File: config.mk
export PLATFORM = sky130hd
export DESIGN_NAME = aitu_core
export DESIGN_NICKNAME = d
export VERILOG_FILES = /design/src/core/aitu_pkg.sv /design/src/core/aitu_core.sv /design/src/core/aitu_timing.sv
export VERILOG_INCLUDE_DIRS = /design/src /design/src/core
export SDC_FILE = /design/constraint.sdc
export NUM_CORES = 1
export LEC_CHECK = 0
export BUFFER_PORTS_ARGS = -buffer_cell sky130_fd_sc_hd__buf_4
export CAP_MARGIN = 0
export CORE_MARGIN = 2
export CORE_UTILIZATION = 50
export CTS_CLUSTER_DIAMETER = 100
export CTS_CLUSTER_SIZE = 14
export DETAILED_ROUTE_END_ITERATION = 8
export HOLD_SLACK_MARGIN = 0.03
export PLACE_DENSITY = 0.8
export SLEW_MARGIN = 20
export SYNTH_ARGS = -nofsm -noshare
export SYNTH_HDL_FRONTEND = slang
export SYNTH_SLANG_ARGS = --single-unit
File: constraint.sdc
create_clock -name i_mclk -period 33.8 [get_ports i_mclk]
set_clock_uncertainty 0.05 [all_clocks]
set_input_delay 5.07 -clock i_mclk [delete_from_list [all_inputs] [get_ports i_mclk]]
set_output_delay 5.07 -clock i_mclk [all_outputs]
set_load 0.02 [all_outputs]
File: src/core/aitu_defs.svh
`ifndef AITU_DEFS_SVH
`define AITU_DEFS_SVH

// Opcode classes presented by the sequencer on i_op.
`define AITU_OP_ADD     4'h0
`define AITU_OP_SUMC    4'h1
`define AITU_OP_SUBW    4'h2
`define AITU_OP_INC     4'h3
`define AITU_OP_MINUS   4'h4
`define AITU_OP_INCDP   4'h5
`define AITU_OP_PROD    4'h6
`define AITU_OP_DIV     4'h7
`define AITU_OP_DA      4'h8

// Addressing forms presented on i_mode.
`define AITU_MODE_ACC   3'h0
`define AITU_MODE_BANK  3'h1
`define AITU_MODE_DIR   3'h2
`define AITU_MODE_IND   3'h3
`define AITU_MODE_IMM   3'h4

// Flag bit positions on o_flags.
`define AITU_FLAG_CY    2
`define AITU_FLAG_AC    1
`define AITU_FLAG_OV    0

// Cycle counts, in machine cycles (one machine cycle is one i_mclk period here).
`define AITU_CYC_1      3'h1
`define AITU_CYC_2      3'h2
`define AITU_CYC_3      3'h3
`define AITU_CYC_6      3'h6

`endif

File: src/core/aitu_pkg.sv
package aitu_pkg;
	typedef enum logic [2:0] {
		AITU_IDLE = 3'b001,
		AITU_BUSY = 3'b010,
		AITU_DONE = 3'b100
	} aitu_state_t;
endpackage

File: src/core/aitu_core.sv
`timescale 1ns/1ps
`include "aitu_defs.svh"
module aitu_core (
	input  wire logic        i_mclk,
	input  wire logic        i_sys_rst,
	input  wire logic        i_start,
	input  wire logic [3:0]  i_op,
	input  wire logic [2:0]  i_mode,
	input  wire logic [7:0]  i_acc,
	input  wire logic [7:0]  i_breg,
	input  wire logic [7:0]  i_operand,
	input  wire logic [15:0] i_data_ptr,
	input  wire logic        i_carry,
	output logic             o_busy,
	output logic             o_done,
	output logic             o_illegal,
	output logic      [1:0]  o_bytes,
	output logic      [7:0]  o_result,
	output logic      [7:0]  o_result_hi,
	output logic      [15:0] o_data_ptr,
	output logic      [2:0]  o_flags
);
	aitu_pkg::aitu_state_t state;
	logic [2:0]  tbl_cycles;
	logic [1:0]  tbl_bytes;
	logic        tbl_legal;
	logic [2:0]  remain;
	logic [7:0]  next_res;
	logic [7:0]  next_hi;
	logic [15:0] next_data_ptr;
	logic [2:0]  next_flags;
	logic        take;

	aitu_timing u_timing (
		.i_op     (i_op),
		.i_mode   (i_mode),
		.o_cycles (tbl_cycles),
		.o_bytes  (tbl_bytes),
		.o_legal  (tbl_legal)
	);

	// Requests during a busy instruction are ignored, so the next cannot overlap.
	assign take = i_start && (state != aitu_pkg::AITU_BUSY);

	// Shared adder for sum, carry-sum and borrow-subtract; returns {cy, ac, ov, res}.
	function automatic logic [10:0] addsub(input logic [7:0] a, input logic [7:0] b,
		input logic cin, input logic sub);
		logic [8:0] full;
		logic [4:0] low;
		logic [7:0] bb;
		bb   = sub ? ~b : b;
		full = {1'b0, a} + {1'b0, bb} + {8'h00, sub ^ cin};
		low  = {1'b0, a[3:0]} + {1'b0, bb[3:0]} + {4'h0, sub ^ cin};
		addsub = {full[8] ^ sub, low[4] ^ sub, (a[7] == bb[7]) && (full[7] != a[7]), full[7:0]};
	endfunction

	always_comb begin
		logic [10:0] s;
		logic [15:0] prod;
		logic [8:0]  adj;
		s          = 11'h000;
		prod       = 16'h0000;
		adj        = 9'h000;
		next_res   = i_acc;
		next_hi    = 8'h00;
		next_data_ptr = i_data_ptr;
		next_flags = {i_carry, 2'b00};
		case (i_op)
			`AITU_OP_ADD, `AITU_OP_SUMC, `AITU_OP_SUBW: begin
				s = addsub(i_acc, i_operand, (i_op != `AITU_OP_ADD) && i_carry,
					i_op == `AITU_OP_SUBW);
				next_res   = s[7:0];
				next_flags = s[10:8];
			end
			`AITU_OP_INC: begin
				next_res = ((i_mode == `AITU_MODE_ACC) ? i_acc : i_operand) + 8'h01;
			end
			`AITU_OP_MINUS: begin
				next_res = ((i_mode == `AITU_MODE_ACC) ? i_acc : i_operand) - 8'h01;
			end
			`AITU_OP_INCDP: begin
				next_data_ptr = i_data_ptr + 16'h0001;
			end
			`AITU_OP_PROD: begin
				prod       = {8'h00, i_acc} * {8'h00, i_breg};
				next_res   = prod[7:0];
				next_hi    = prod[15:8];
				next_flags = {1'b0, 1'b0, prod[15:8] != 8'h00};
			end
			`AITU_OP_DIV: begin
				// Division by zero leaves operands and raises overflow, as is customary.
				if (i_breg == 8'h00) begin
					next_hi    = i_breg;
					next_flags = 3'b001;
				end else begin
					next_res   = i_acc / i_breg;
					next_hi    = i_acc % i_breg;
					next_flags = 3'b000;
				end
			end
			`AITU_OP_DA: begin
				adj = {1'b0, i_acc};
				if (adj[3:0] > 4'h9) begin
					adj = adj + 9'h006;
				end
				if (i_carry || adj[8] || (adj[7:4] > 4'h9)) begin
					adj = adj + 9'h060;
				end
				next_res   = adj[7:0];
				next_flags = {i_carry | adj[8], 2'b00};
			end
			default: begin
				next_res = i_acc;
			end
		endcase
	end

	always_ff @(posedge i_mclk) begin
		if (i_sys_rst) begin
			state  <= aitu_pkg::AITU_IDLE;
			remain <= 3'h0;
		end else begin
			case (state)
				aitu_pkg::AITU_IDLE, aitu_pkg::AITU_DONE: begin
					if (take && tbl_legal) begin
						state  <= aitu_pkg::AITU_BUSY;
						remain <= tbl_cycles - 3'h1;
					end else begin
						state <= aitu_pkg::AITU_IDLE;
					end
				end
				aitu_pkg::AITU_BUSY: begin
					if (remain == 3'h0) begin
						state <= aitu_pkg::AITU_DONE;
					end else begin
						remain <= remain - 3'h1;
					end
				end
				default: begin
					state <= aitu_pkg::AITU_IDLE;
				end
			endcase
		end
	end

	// Results are captured at acceptance; inputs may change while busy.
	always_ff @(posedge i_mclk) begin
		if (i_sys_rst) begin
			o_result    <= 8'h00;
			o_result_hi <= 8'h00;
			o_data_ptr  <= 16'h0000;
			o_flags     <= 3'h0;
			o_bytes     <= 2'h0;
		end else if (take && tbl_legal) begin
			o_result    <= next_res;
			o_result_hi <= next_hi;
			o_data_ptr  <= next_data_ptr;
			o_flags     <= next_flags;
			o_bytes     <= tbl_bytes;
		end
	end

	always_ff @(posedge i_mclk) begin
		if (i_sys_rst) begin
			o_busy    <= 1'b0;
			o_done    <= 1'b0;
			o_illegal <= 1'b0;
		end else begin
			o_illegal <= take && !tbl_legal;
			o_done    <= (state == aitu_pkg::AITU_BUSY) && (remain == 3'h0);
			o_busy    <= (take && tbl_legal)
				|| ((state == aitu_pkg::AITU_BUSY) && (remain != 3'h0));
		end
	end

	a_div_six_cycles: assert property (@(posedge i_mclk) disable iff (i_sys_rst)
		(take && tbl_legal && i_op == `AITU_OP_DIV) |=> o_busy [*6] ##1 o_done)
		else $error("Quotient did not take six cycles.");
	a_prod_two_cycles: assert property (@(posedge i_mclk) disable iff (i_sys_rst)
		(take && tbl_legal && i_op == `AITU_OP_PROD) |=> o_busy [*2] ##1 (o_done && !o_busy))
		else $error("Product did not take two cycles.");
	a_da_three_cycles: assert property (@(posedge i_mclk) disable iff (i_sys_rst)
		(take && tbl_legal && i_op == `AITU_OP_DA) |=> o_busy [*3] ##1 o_done)
		else $error("Decimal adjust did not take three cycles.");
	a_incdir_three: assert property (@(posedge i_mclk) disable iff (i_sys_rst)
		(take && i_op == `AITU_OP_INC && i_mode == `AITU_MODE_DIR)
		|=> o_busy [*3] ##1 (o_done && o_bytes == 2'h2))
		else $error("Direct increment timing wrong.");
	a_add_bank_one: assert property (@(posedge i_mclk) disable iff (i_sys_rst)
		(take && i_op == `AITU_OP_ADD && i_mode == `AITU_MODE_BANK)
		|=> o_busy ##1 (o_done && !o_busy && o_bytes == 2'h1))
		else $error("Bank sum timing wrong.");
	a_carry_sum_value: assert property (@(posedge i_mclk) disable iff (i_sys_rst)
		(take && i_op == `AITU_OP_SUMC && i_mode == `AITU_MODE_IMM)
		|=> (o_result == 8'($past(i_acc) + $past(i_operand) + {7'h00, $past(i_carry)})
		&& o_bytes == 2'h2))
		else $error("Carry sum result wrong.");
	a_borrow_value: assert property (@(posedge i_mclk) disable iff (i_sys_rst)
		(take && i_op == `AITU_OP_SUBW && i_mode == `AITU_MODE_IND)
		|=> (o_result == 8'($past(i_acc) - $past(i_operand) - {7'h00, $past(i_carry)})
		&& o_bytes == 2'h1))
		else $error("Borrow subtract result wrong.");
	a_no_overlap: assert property (@(posedge i_mclk) disable iff (i_sys_rst)
		(state == aitu_pkg::AITU_BUSY && i_start) |=> !o_illegal && $stable(o_result))
		else $error("Request accepted while busy.");
	a_illegal_refused: assert property (@(posedge i_mclk) disable iff (i_sys_rst)
		(take && !tbl_legal) |=> (o_illegal && !o_busy && !o_done))
		else $error("Illegal request was not refused.");
	a_done_single: assert property (@(posedge i_mclk) disable iff (i_sys_rst)
		o_done |=> !o_done)
		else $error("Completion pulse stood too long.");
	a_done_not_busy: assert property (@(posedge i_mclk) disable iff (i_sys_rst)
		o_done |-> !o_busy)
		else $error("Busy still high at completion.");
	a_inc_bank_two: assert property (@(posedge i_mclk) disable iff (i_sys_rst)
		(take && i_op == `AITU_OP_INC && i_mode == `AITU_MODE_BANK)
		|=> o_busy [*2] ##1 (o_done && o_bytes == 2'h1))
		else $error("Bank increment timing wrong.");
	a_sub_dir_two: assert property (@(posedge i_mclk) disable iff (i_sys_rst)
		(take && i_op == `AITU_OP_SUBW && i_mode == `AITU_MODE_DIR)
		|=> o_busy [*2] ##1 (o_done && o_bytes == 2'h2))
		else $error("Direct borrow subtract timing wrong.");
	a_ptr_inc_one: assert property (@(posedge i_mclk) disable iff (i_sys_rst)
		(take && i_op == `AITU_OP_INCDP)
		|=> o_busy ##1 (o_done && !o_busy && o_bytes == 2'h1))
		else $error("Pointer increment timing wrong.");
endmodule // aitu_core

File: src/core/aitu_timing.sv
`timescale 1ns/1ps
`include "aitu_defs.svh"
// Length and cycle table for each opcode and addressing form.
module aitu_timing (
	input  wire logic [3:0] i_op,
	input  wire logic [2:0] i_mode,
	output logic      [2:0] o_cycles,
	output logic      [1:0] o_bytes,
	output logic            o_legal
);
	always_comb begin
		o_cycles = `AITU_CYC_1;
		o_bytes  = 2'h1;
		o_legal  = 1'b1;
		case (i_op)
			`AITU_OP_ADD, `AITU_OP_SUMC, `AITU_OP_SUBW: begin
				case (i_mode)
					`AITU_MODE_BANK: begin
						o_cycles = `AITU_CYC_1;
					end
					`AITU_MODE_DIR, `AITU_MODE_IMM: begin
						o_cycles = `AITU_CYC_2;
						o_bytes  = 2'h2;
					end
					`AITU_MODE_IND: begin
						o_cycles = `AITU_CYC_2;
					end
					default: begin
						o_legal = 1'b0;
					end
				endcase
			end
			`AITU_OP_INC, `AITU_OP_MINUS: begin
				case (i_mode)
					`AITU_MODE_ACC: begin
						o_cycles = `AITU_CYC_1;
					end
					`AITU_MODE_BANK: begin
						o_cycles = `AITU_CYC_2;
					end
					`AITU_MODE_DIR: begin
						o_cycles = `AITU_CYC_3;
						o_bytes  = 2'h2;
					end
					`AITU_MODE_IND: begin
						o_cycles = `AITU_CYC_3;
					end
					default: begin
						o_legal = 1'b0;
					end
				endcase
			end
			`AITU_OP_INCDP: begin
				o_cycles = `AITU_CYC_1;
			end
			`AITU_OP_PROD: begin
				o_cycles = `AITU_CYC_2;
			end
			`AITU_OP_DIV: begin
				o_cycles = `AITU_CYC_6;
			end
			`AITU_OP_DA: begin
				o_cycles = `AITU_CYC_3;
			end
			default: begin
				o_legal = 1'b0;
			end
		endcase
	end
endmodule // aitu_timing

# Word-level counts from Yosys, hierarchy flattened
# Cells that the tools add are included.
[totals]
regBits = 46
output_inout_bits = 40
[op_classes]
n_addsub = 11
multipliers = 1
n_div = 2
order_cmp = 2
n_eq_ne = 21
muxes = 28
n_bitwise = 5
reduce_logical = 29
[ops]
columns = ["cell", "n"]
rows = [
  ["$pmux 8 s6", 1],
  ["$mux 9", 4],
  ["$mux 8", 4],
  ["$add 16x1->16 const B", 1],
  ["$eq 4x3->1 const B", 4],
  ["$mul 8x8->16", 1],
  ["$mux 16", 1],
  ["$pmux 8 s2", 1],
  ["$pmux 3 s5", 1],
  ["$pmux 3 s2", 2],
  ["$pmux 3 s4", 1],
  ["$reduce_or 4->1", 3],
  ["$add 8x3->9 const B", 1],
  ["$add 8x8->9", 1],
  ["$add 9x1->9", 1],
  ["$add 9x7->9 const B", 1],
  ["$eq 3x2->1 const B", 3],
  ["$mux 3", 3],
  ["$add 8x1->8 const B", 1],
  ["$div 8x8->8", 1],
  ["$eq 4x2->1 const B", 2],
  ["$gt 4x4->1 const B", 2],
  ["$logic_not 8->1", 1],
  ["$mod 8x8->8", 1],
  ["31 further kinds", 57],
]

# Logic depth before layout (Yosys ltp)
# Gate-level depths: netlist (run 1).
[depth]
depth_word = 9
mapped_depth = 53

# Modules after synthesis
# Synthesis (run 1) repeated with hierarchy kept, for this count alone.
[hier_totals]
cells_unflattened = 994
hier_area_um2 = 7647.3
[by_module_without_submodules]
columns = ["mod", "n_inst", "cells_per_inst", "area_per_inst_um2"]
rows = [
  ["aitu_core", 1, 955, 7385.8],
  ["aitu_timing", 1, 39, 261.5],
]

# Worst setup path before layout (run 1)
# Ideal clock, no wire load.
[synth_path]
path_type = "input to register"
from = "input i_breg[5]"
to = "register o_result_hi[3]"
setup_ns = 0.128
arrival_ns = 15.020
required_time_ns = 33.622
path_slack_ns = 18.603
path_stages = 50
path_buffers = 3
cell_sequence = "buf_6 nor4_4 nand2_2 nor3_1 a21oi_1 a21oi_1 ha_1 a21oi_1 nor4_1 o22ai_1 inv_1 ha_1 o21ai_0 a21o_1 or4_4 o21ai_0 ha_1 a21oi_1 (+14 left out) mux2i_1 ha_1 o21a_1 o21ai_1 a21oi_1 a41oi_1 buf_4 nor3b_1 a21o_1 ha_1 o21ai_0 a21oi_1 o21ai_0 nand2b_1 o21ai_0 nor2_1 a221oi_1 a21oi_1"
[synth_via]
elab_chain_cells = 3
elab_cells_between_ends = 5
[synth_lines]
columns = ["item", "line", "rtl"]
rows = [
  ["start, declared", "aitu_core.sv:10", "input wire logic [7:0] i_breg,"],
  ["$mod 8x8->8 or $logic_not 8->1 (tied branches)", "aitu_core.sv:97, aitu_core.sv:92", ""],
  ["$mux 8", "aitu_core.sv:92", "if (i_breg == 8'h00) begin"],
  ["$pmux 8 s2 (*)", "aitu_core.sv:68", "case (i_op)"],
  ["end signal, assigned", "aitu_core.sv:156", "o_result_hi <= next_hi;"],
  ["end, declared", "aitu_core.sv:19", "output logic [7:0] o_result_hi,"],
]
# Mark *: on every way between the ends. The rest lies on a longest branch, timed or not.
# A chain may end at the register's enable or synchronous reset.

# Final worst setup path (run 1)
[layout_path]
from = "input i_breg[7]"
to = "register o_result_hi[4]"
# Same word-level chain as after synthesis.

==> metrics.cfg, run 1 <==
[worst_setup_path]
reg2reg_slack_ns=31.69
r2r-start=state[1]
critPathTopFamily=compound AO/OA/AOI/OAI gates
cp_data_arrival_time_ns=16.69
crit_path_start_kind=primary input
crit_slowest_cell=a21boi_1
r2r-end=o_result[7]
crit_path_max_incr_delay_ns=0.71
critPathBufInv=5
required_ns=33.95
path_class=in -> reg
reg2reg_depth=5
cp-end-kind=flop
crit_fanout=15

[synthesis]
synthesis.area_mm2=0.007946
async_reset_ff_share_pct=0
syn_inst=1023
synth.area.mux_share_pct=3.637
synth.yosys.warnings=0
yosys.area_share.simple_pct=21.76
synth-compound-area-share_pct=25.05
synth_area_per_cell_um2=7.768
synth_cell_types=90
synth_flop_cell=dfxtp_1
synth_top_family_by_area=compound AO/OA/AOI/OAI gates
synthAdderAreaFrac_pct=24.88
synth_seq_cells=46
syn_nets=1208
ys_seq_area_share_pct=11.59
synth-edff-count=0
synth_xor_area_share_pct=6.282

[outcome]
outcome=complete, no violations

[clock_tree]
clkSinkCount=46
clk_latency_ns=0.28
h-tree-depth=2
post-cts-setup-buffers=0
cts_tree=built
holdBufCountCts=0
clock-root-buffer=clkbuf_16
clk_pin_slew_ns=0.06
clk_path_buf_depth=2
cts_made_buffers=5
ctsResizeCount=0

[floorplanning]
start_util_pct=50.57
dieArea_mm2=0.01692
rows=46
coreArea_mm2=0.01571
die_h_um=130.1
ioPinCount=91
die_w_um=130.1

[global_route]
grt_max_degree=57
grt_pass1_wl_um=36630
first_global_vias=7211
met3_usage_pct=3.239
gr-usage-met2_pct=44.84
grt.busiest_layer=met2
grt-ovfl-total=0
antenna_found_initial=0
use_met1_pct=38.00
grt_usage_pct=27.05

[routing]
num_vias=7843
drt_wl_total_um=23060
drt_pass1_iterations=5
first_iter_violations=567
drtAntennaViolNets=0
routedWlPerCell_um=17.86
routed_via_density=6.075
drc=0

[finish]
fillers=1519
syn2layout_area_growth_pct=11.43
final_common_cell=nor2_1
register_area_um2=920.9
stdcell_area_mm2=0.008855
multiInputGateArea_mm2=0.006499
nets=1259
antenna_cells=0
final_cell_mix=nor2_1 (109), buf_4 (97), ha_1 (94), inv_1 (77), nand2_1 (71)
layout-drive-gt1-share_pct=14.14

[timing]
fin_crit_ns=16.53
worst_pin_slew_ns=0.9499
maxSlewViolCount=0
setup_viol=0
finalHoldViolCount=0
relSlewSlack_pct=35.76
rsz0062_at_grt=false
fin_crit_sh_pct=48.92
fin_tns_setup_ns=0
whs_ns=0.4121
fmax_ghz=0.06048

[power]
vdd_drop_max_v=0.00002082
p_per_area_mw_per_mm2=38.24
fin_total_pwr_mw=0.3386
combPwrFrac_pct=67.7
power.leakage_nw=4.027
p_int_mw=0.1817
seq_power_share_pct=17.9
p_clk_share_pct=14.4
switching_share_pct=46.35
switchingPower_mw=0.1569

[hold_path]
min_from=o_flags[0]
hold_path_depth=2
hp-class=reg -> reg
min_to=o_flags[0]

[placed_design]
io_buffer_count=90
hpwl_um=18020
routabilityCongestion=0.9774
placed_cell_area_mm2=0.008707

[run]
maxCapViolations=0

==> Yosys cell counts, drive strengths merged, types with 10 or more instances <==
| master | instances | area, µm² |
|---|---|---|
| nand2 | 72 | 272.8 |
| nor3 | 32 | 171.4 |
| a21oi | 74 | 392.9 |
| ha | 94 | 1176 |
| dfxtp | 46 | 920.9 |
| a21o | 18 | 135.1 |
| a211oi | 26 | 195.2 |
| and3 | 10 | 62.56 |
| mux2 | 10 | 116.4 |
| nor2 | 110 | 420.4 |
| or3 | 11 | 68.82 |
| xnor2 | 25 | 219.0 |
| o21ai | 64 | 320.3 |
| o211ai | 15 | 117.6 |
| xor2 | 32 | 280.3 |
| mux2i | 16 | 172.7 |
| nor2b | 11 | 68.82 |
| o21a | 12 | 90.09 |
| nand2b | 11 | 68.82 |
| fa | 40 | 800.8 |
| and2 | 17 | 106.4 |
| inv | 77 | 289.0 |
| buf | 24 | 142.6 |
| clkbuf | 29 | 108.9 |
| nand3 | 14 | 75.07 |
==> how the worst max path moves through the flow <==
stage	start	endpoint	slack, ns	depth (start not counted)
floorplan	i_breg[5]	o_result_hi[3]	18.60	50
global placement	i_breg[7]	o_result_hi[3]	17.62	50
detailed placement	i_breg[7]	o_result_hi[4]	17.15	51
CTS	i_breg[7]	o_result_hi[4]	17.39	51
global route	i_breg[7]	o_result_hi[4]	16.25	51
finish	i_breg[7]	o_result_hi[4]	17.27	51
==> flip-flops by register name, summed over array words and instances (netlist names) <==
| register | cells |
|---|---|
| o_flags | 3 |
| state | 3 |
| o_illegal | 1 |
| o_done | 1 |
| remain | 3 |
| o_data_ptr | 16 |
| o_result | 8 |
| o_bytes | 2 |
| o_result_hi | 8 |
| o_busy | 1 |
==> worst reg2reg max path: stages, from the launching register on <==
cell,delay [ns]
dfxtp_1,0.39
or3b_2,0.54
nand2_1,0.55
or3_1,0.20
o21ai_0,0.08
a211oi_1,0.22
==> layout make-up <==
cell class                 instances  area share [%]
clock buffer                       7           1.611
clock inverter                     1         0.05652
inverter                          77           3.264
multi-input combinational        847           73.39
sequential                        46           10.40
tap                              216           3.052
timing repair buffer              97           8.224
==> power groups by stage <==
stage                     Sequential (mW)  Combinational, mW  Clock (mW)
after floorplan                    0.0660              0.162           0
after global placement             0.0616              0.222           0
after detailed placement           0.0617              0.224           0
after CTS                          0.0606              0.226      0.0494
after global routing               0.0611              0.253      0.0518
final                              0.0606              0.229      0.0489
==> logic make-up after synthesis <==
family | after synthesis
fa+ha+maj | 134
buf+inv | 130
flops | 46
compound gates | 292
mux | 26
xor+xnor | 57
simple gates | 338
==> per-layer routing <==
layer / vias up / part of all wire, %
li1: 3811 / -
met1: 3709 / 44
met2: 285 / 47
met3: 38 / 7.2
met4: 0 / 1.8
met5: - / 0
==> metrics by stage <==
stage	util (%)	setup slack, ns	cells
detailed placement	55.41	17.15	1283
floorplan	-	18.60	1023
finish	56.35	17.27	1291
global placement	55.41	17.62	1283
CTS	56.35	17.39	1291
global route	56.35	16.25	1291
Note: power is estimated with default switching activity, not from simulation.
==> run 2, diff against run 1 <==
--- a/config.mk
+++ b/config.mk
@@ -6,6 +6,7 @@
 export SDC_FILE = /design/constraint.sdc
 export NUM_CORES = 1
 export LEC_CHECK = 0
+export ABC_AREA = 1
 export BUFFER_PORTS_ARGS = -buffer_cell sky130_fd_sc_hd__buf_4
 export CAP_MARGIN = 0
 export CORE_MARGIN = 2
==> constraint.sdc (replaced) <==
create_clock -name i_mclk -period 15.8 [get_ports i_mclk]
set_clock_uncertainty 0.05 [all_clocks]
set_input_delay 2.37 -clock i_mclk [delete_from_list [all_inputs] [get_ports i_mclk]]
set_output_delay 2.37 -clock i_mclk [all_outputs]
set_load 0.02 [all_outputs]
==> run 2 against run 1 <==
Compared with the run above: sequential share of layout area grew 0.31 points; core utilization grew 0.43 points; sequential power up 110%; setup slack worse by 14 ns; synthesized area fell by 3.1%; combinational power grew 98%; global-route usage fell by 1.1 points; via count decreased by 1.4%; critical path type unchanged.
==> metrics.cfg, run 2 <==
[outcome]
outcome=complete, no violations

[routing]
drc=0  ; unchanged
drtAntennaViolNets=0  ; unchanged
num_vias=7737  ; -1.4%
routedWlPerCell_um=15.30  ; -14%
drt_pass1_iterations=6  ; +1
first_iter_violations=571  ; +0.71%
routed_via_density=5.534  ; -8.9%
drt_wl_total_um=21390  ; -7.2%

[synthesis]
ys_top_cells_by_area=ha_1 (15%), nand2_1 (12%), dfxtp_1 (12%), fa_1 (10%), inv_1 (8.8%)
synth.largest_area_cell=ha_1
ys_seq_area_share_pct=11.97  ; +0.38 points
synth_top_family_by_area=simple AND/OR/NAND/NOR gates
yosys-top-cells-count=nand2_1 (251), inv_1 (180), a21oi_1 (94), ha_1 (94), o21ai_0 (75)
synth.yosys.warnings=0  ; unchanged
synth-edff-count=0  ; unchanged
synthesis.area_mm2=0.007696  ; -3.1%
syn_inst=1148  ; +12%
synth_xor_area_share_pct=6.698  ; +0.42 points
synthAdderAreaFrac_pct=25.69  ; +0.81 points
synth_cell_types=64  ; -29%
synth_flop_cell=dfxtp_1
synth_top_cell_area_share_pct=15.28  ; +0.48 points
yosys.area_share.simple_pct=26.58  ; +4.8 points
async_reset_ff_share_pct=0  ; unchanged
yosysMostFrequentCell=nand2_1
synth_seq_cells=46  ; unchanged
synth_area_per_cell_um2=6.704  ; -14%
synth.area.mux_share_pct=0.1301  ; -3.5 points
syn_nets=1333  ; +10%
synth-compound-area-share_pct=17.18  ; -7.9 points

[worst_setup_path]
required_ns=15.96  ; -17.99 ns
r2r-end=remain[2]
cp-end-kind=flop
reg2reg_slack_ns=12.83  ; -18.86 ns
critPathTopFamily=simple AND/OR/NAND/NOR gates
critPathBufInv=12  ; +7
path_class=in -> reg
crit_slowest_cell=o21ai_1
cp_data_arrival_time_ns=12.37  ; -4.32 ns
r2r-start=state[2]
reg2reg_depth=8  ; +3
crit_path_frequent_cell=nand2_1
crit_path_start_kind=primary input
crit_fanout=11  ; -4
crit_path_max_incr_delay_ns=0.34  ; -0.37 ns

[finish]
largest_reg_flops=16  ; unchanged
final_cell_mix=nand2_1 (251), inv_1 (180), a21oi_1 (94), ha_1 (94), buf_4 (91)
reg_top3=o_data_ptr x16, o_result x8, o_result_hi x8
layout-drive-gt1-share_pct=14.05  ; -0.090 points
top_register=o_data_ptr
antenna_cells=0  ; unchanged
fin_util_pct=56.79  ; +0.43 points
final_common_cell=nand2_1
nets=1394  ; +11%
syn2layout_area_growth_pct=11.75

[global_route]
grt_max_degree=57  ; unchanged
grt_pass1_wl_um=34770  ; -5.1%
first_global_vias=7256  ; +0.62%
grt_usage_pct=25.93  ; -1.1 points
antenna_found_initial=0  ; unchanged
grt-ovfl-total=0  ; unchanged

[clock_tree]
clk_path_buf_depth=2  ; unchanged
post-cts-setup-buffers=0  ; unchanged
h-tree-depth=2  ; unchanged
clock-root-buffer=clkbuf_16
clkSinkCount=46  ; unchanged
ctsResizeCount=0  ; unchanged
clk_pin_slew_ns=0.07  ; about the same
holdBufCountCts=0  ; unchanged
clk_latency_ns=0.29  ; about the same
cts_tree=built
cts_made_buffers=5  ; unchanged

[floorplanning]
die_w_um=128.1  ; -1.5%
start_util_pct=50.81  ; +0.24 points
ioPinCount=91  ; unchanged
rows=45  ; -2.2%
coreArea_mm2=0.01515  ; -3.6%
die_h_um=128.1  ; -1.5%
dieArea_mm2=0.01640  ; -3.1%

[timing]
fmax_ghz=0.08193
relSlewSlack_pct=43.36  ; +7.6 points
rsz0062_at_grt=false
whs_ns=0.4200  ; +0.007912 ns
fin_crit_ns=12.21
setup_viol=0  ; unchanged
maxSlewViolCount=0  ; unchanged
worst_pin_slew_ns=0.8465  ; -0.1034 ns
fin_crit_sh_pct=77.25
finalHoldViolCount=0  ; unchanged
fin_tns_setup_ns=0  ; unchanged
fin_ws_ns=3.594  ; -13.67 ns

[run]
maxCapViolations=0  ; unchanged

[placed_design]
routabilityCongestion=0.9929  ; +1.6%
hpwl_um=16940  ; -6.0%
dpl_worst_slack_ns=3.461  ; -13.69 ns
io_buffer_count=90  ; unchanged

[hold_path]
min_from=o_result[5]
hp-class=reg -> reg
min_to=o_result[5]
hold_path_depth=2  ; unchanged

[power]
power.leakage_nw=4.599  ; +14%
p_per_area_mw_per_mm2=82.18  ; +110%
vdd_drop_max_v=0.00004838  ; +130%

==> run 2: how the worst max path moves through the flow <==
stage	start	to	cells after the start	slack, ns
3_3_place_gp	i_breg[0]	o_result_hi[5]	68	3.90
2_1_floorplan	i_breg[0]	o_result_hi[7]	63	4.82
4_1_cts	i_breg[0]	o_result_hi[5]	67	3.77
6_report	i_breg[0]	o_result_hi[4]	64	3.59
5_1_grt	i_breg[0]	o_result_hi[7]	67	2.57
3_5_place_dp	i_breg[0]	o_result_hi[5]	68	3.46
==> run 2: cell families (layout without fill, tap and decap cells) <==
logic type	Yosys count	in the layout
multiplexers	1	1
flip-flops	46	46
XOR/XNOR	58	58
buffers and inverters	229	291
AO/OA/AOI/OAI	232	232
AND/OR/NAND/NOR	448	448
adder cells (fa/ha/maj)	134	134
==> run 2: layer usage <==
metal	share of wire, %	routed length [µm]	up-vias	global-route usage [%]
met5	0	0	-	0
met1	45	9571	3596	34.83
met2	47	9973	258	44.23
met3	6.2	1330	38	3.297
met4	2.4	518	0	6.593
li1	-	-	3845	-
==> run 2: worst register-to-register path: cells and delay by family (launching register included) <==
family	cells	cell delay (ns)
AO/OA/AOI/OAI	2	0.21
buffers and inverters	1	0.57
flip-flops	1	0.33
AND/OR/NAND/NOR	5	1.71
==> run 2: report_power, final <==
part           switching, mW  leakage, nW  total (mW)  internal [mW]
logic                  0.282         4.14       0.454          0.172
registers            0.00500        0.377       0.130          0.125
clock network         0.0484       0.0842       0.123         0.0750
total                  0.335         4.60       0.707          0.371
==> run 2: stage by stage <==
step	cell area (µm²)	cells	power (mW)
after global placement	8432	1390	0.5727
after global routing	8601	1398	0.7713
final	8601	1398	0.7068
after floorplan	7696	1148	0.4683
after detailed placement	8432	1390	0.5796
after CTS	8601	1398	0.7048
==> run 2: final cells by class <==
type / count / area [µm²]
Clock buffer: 5 / 125.1
Multi-Input combinational cell: 873 / 5871
Timing Repair Buffer: 91 / 683.2
Fill cell: 1399 / 6545
Tap cell: 188 / 235.2
Clock inverter: 3 / 43.79
Inverter: 192 / 721.9
Sequential cell: 46 / 920.9
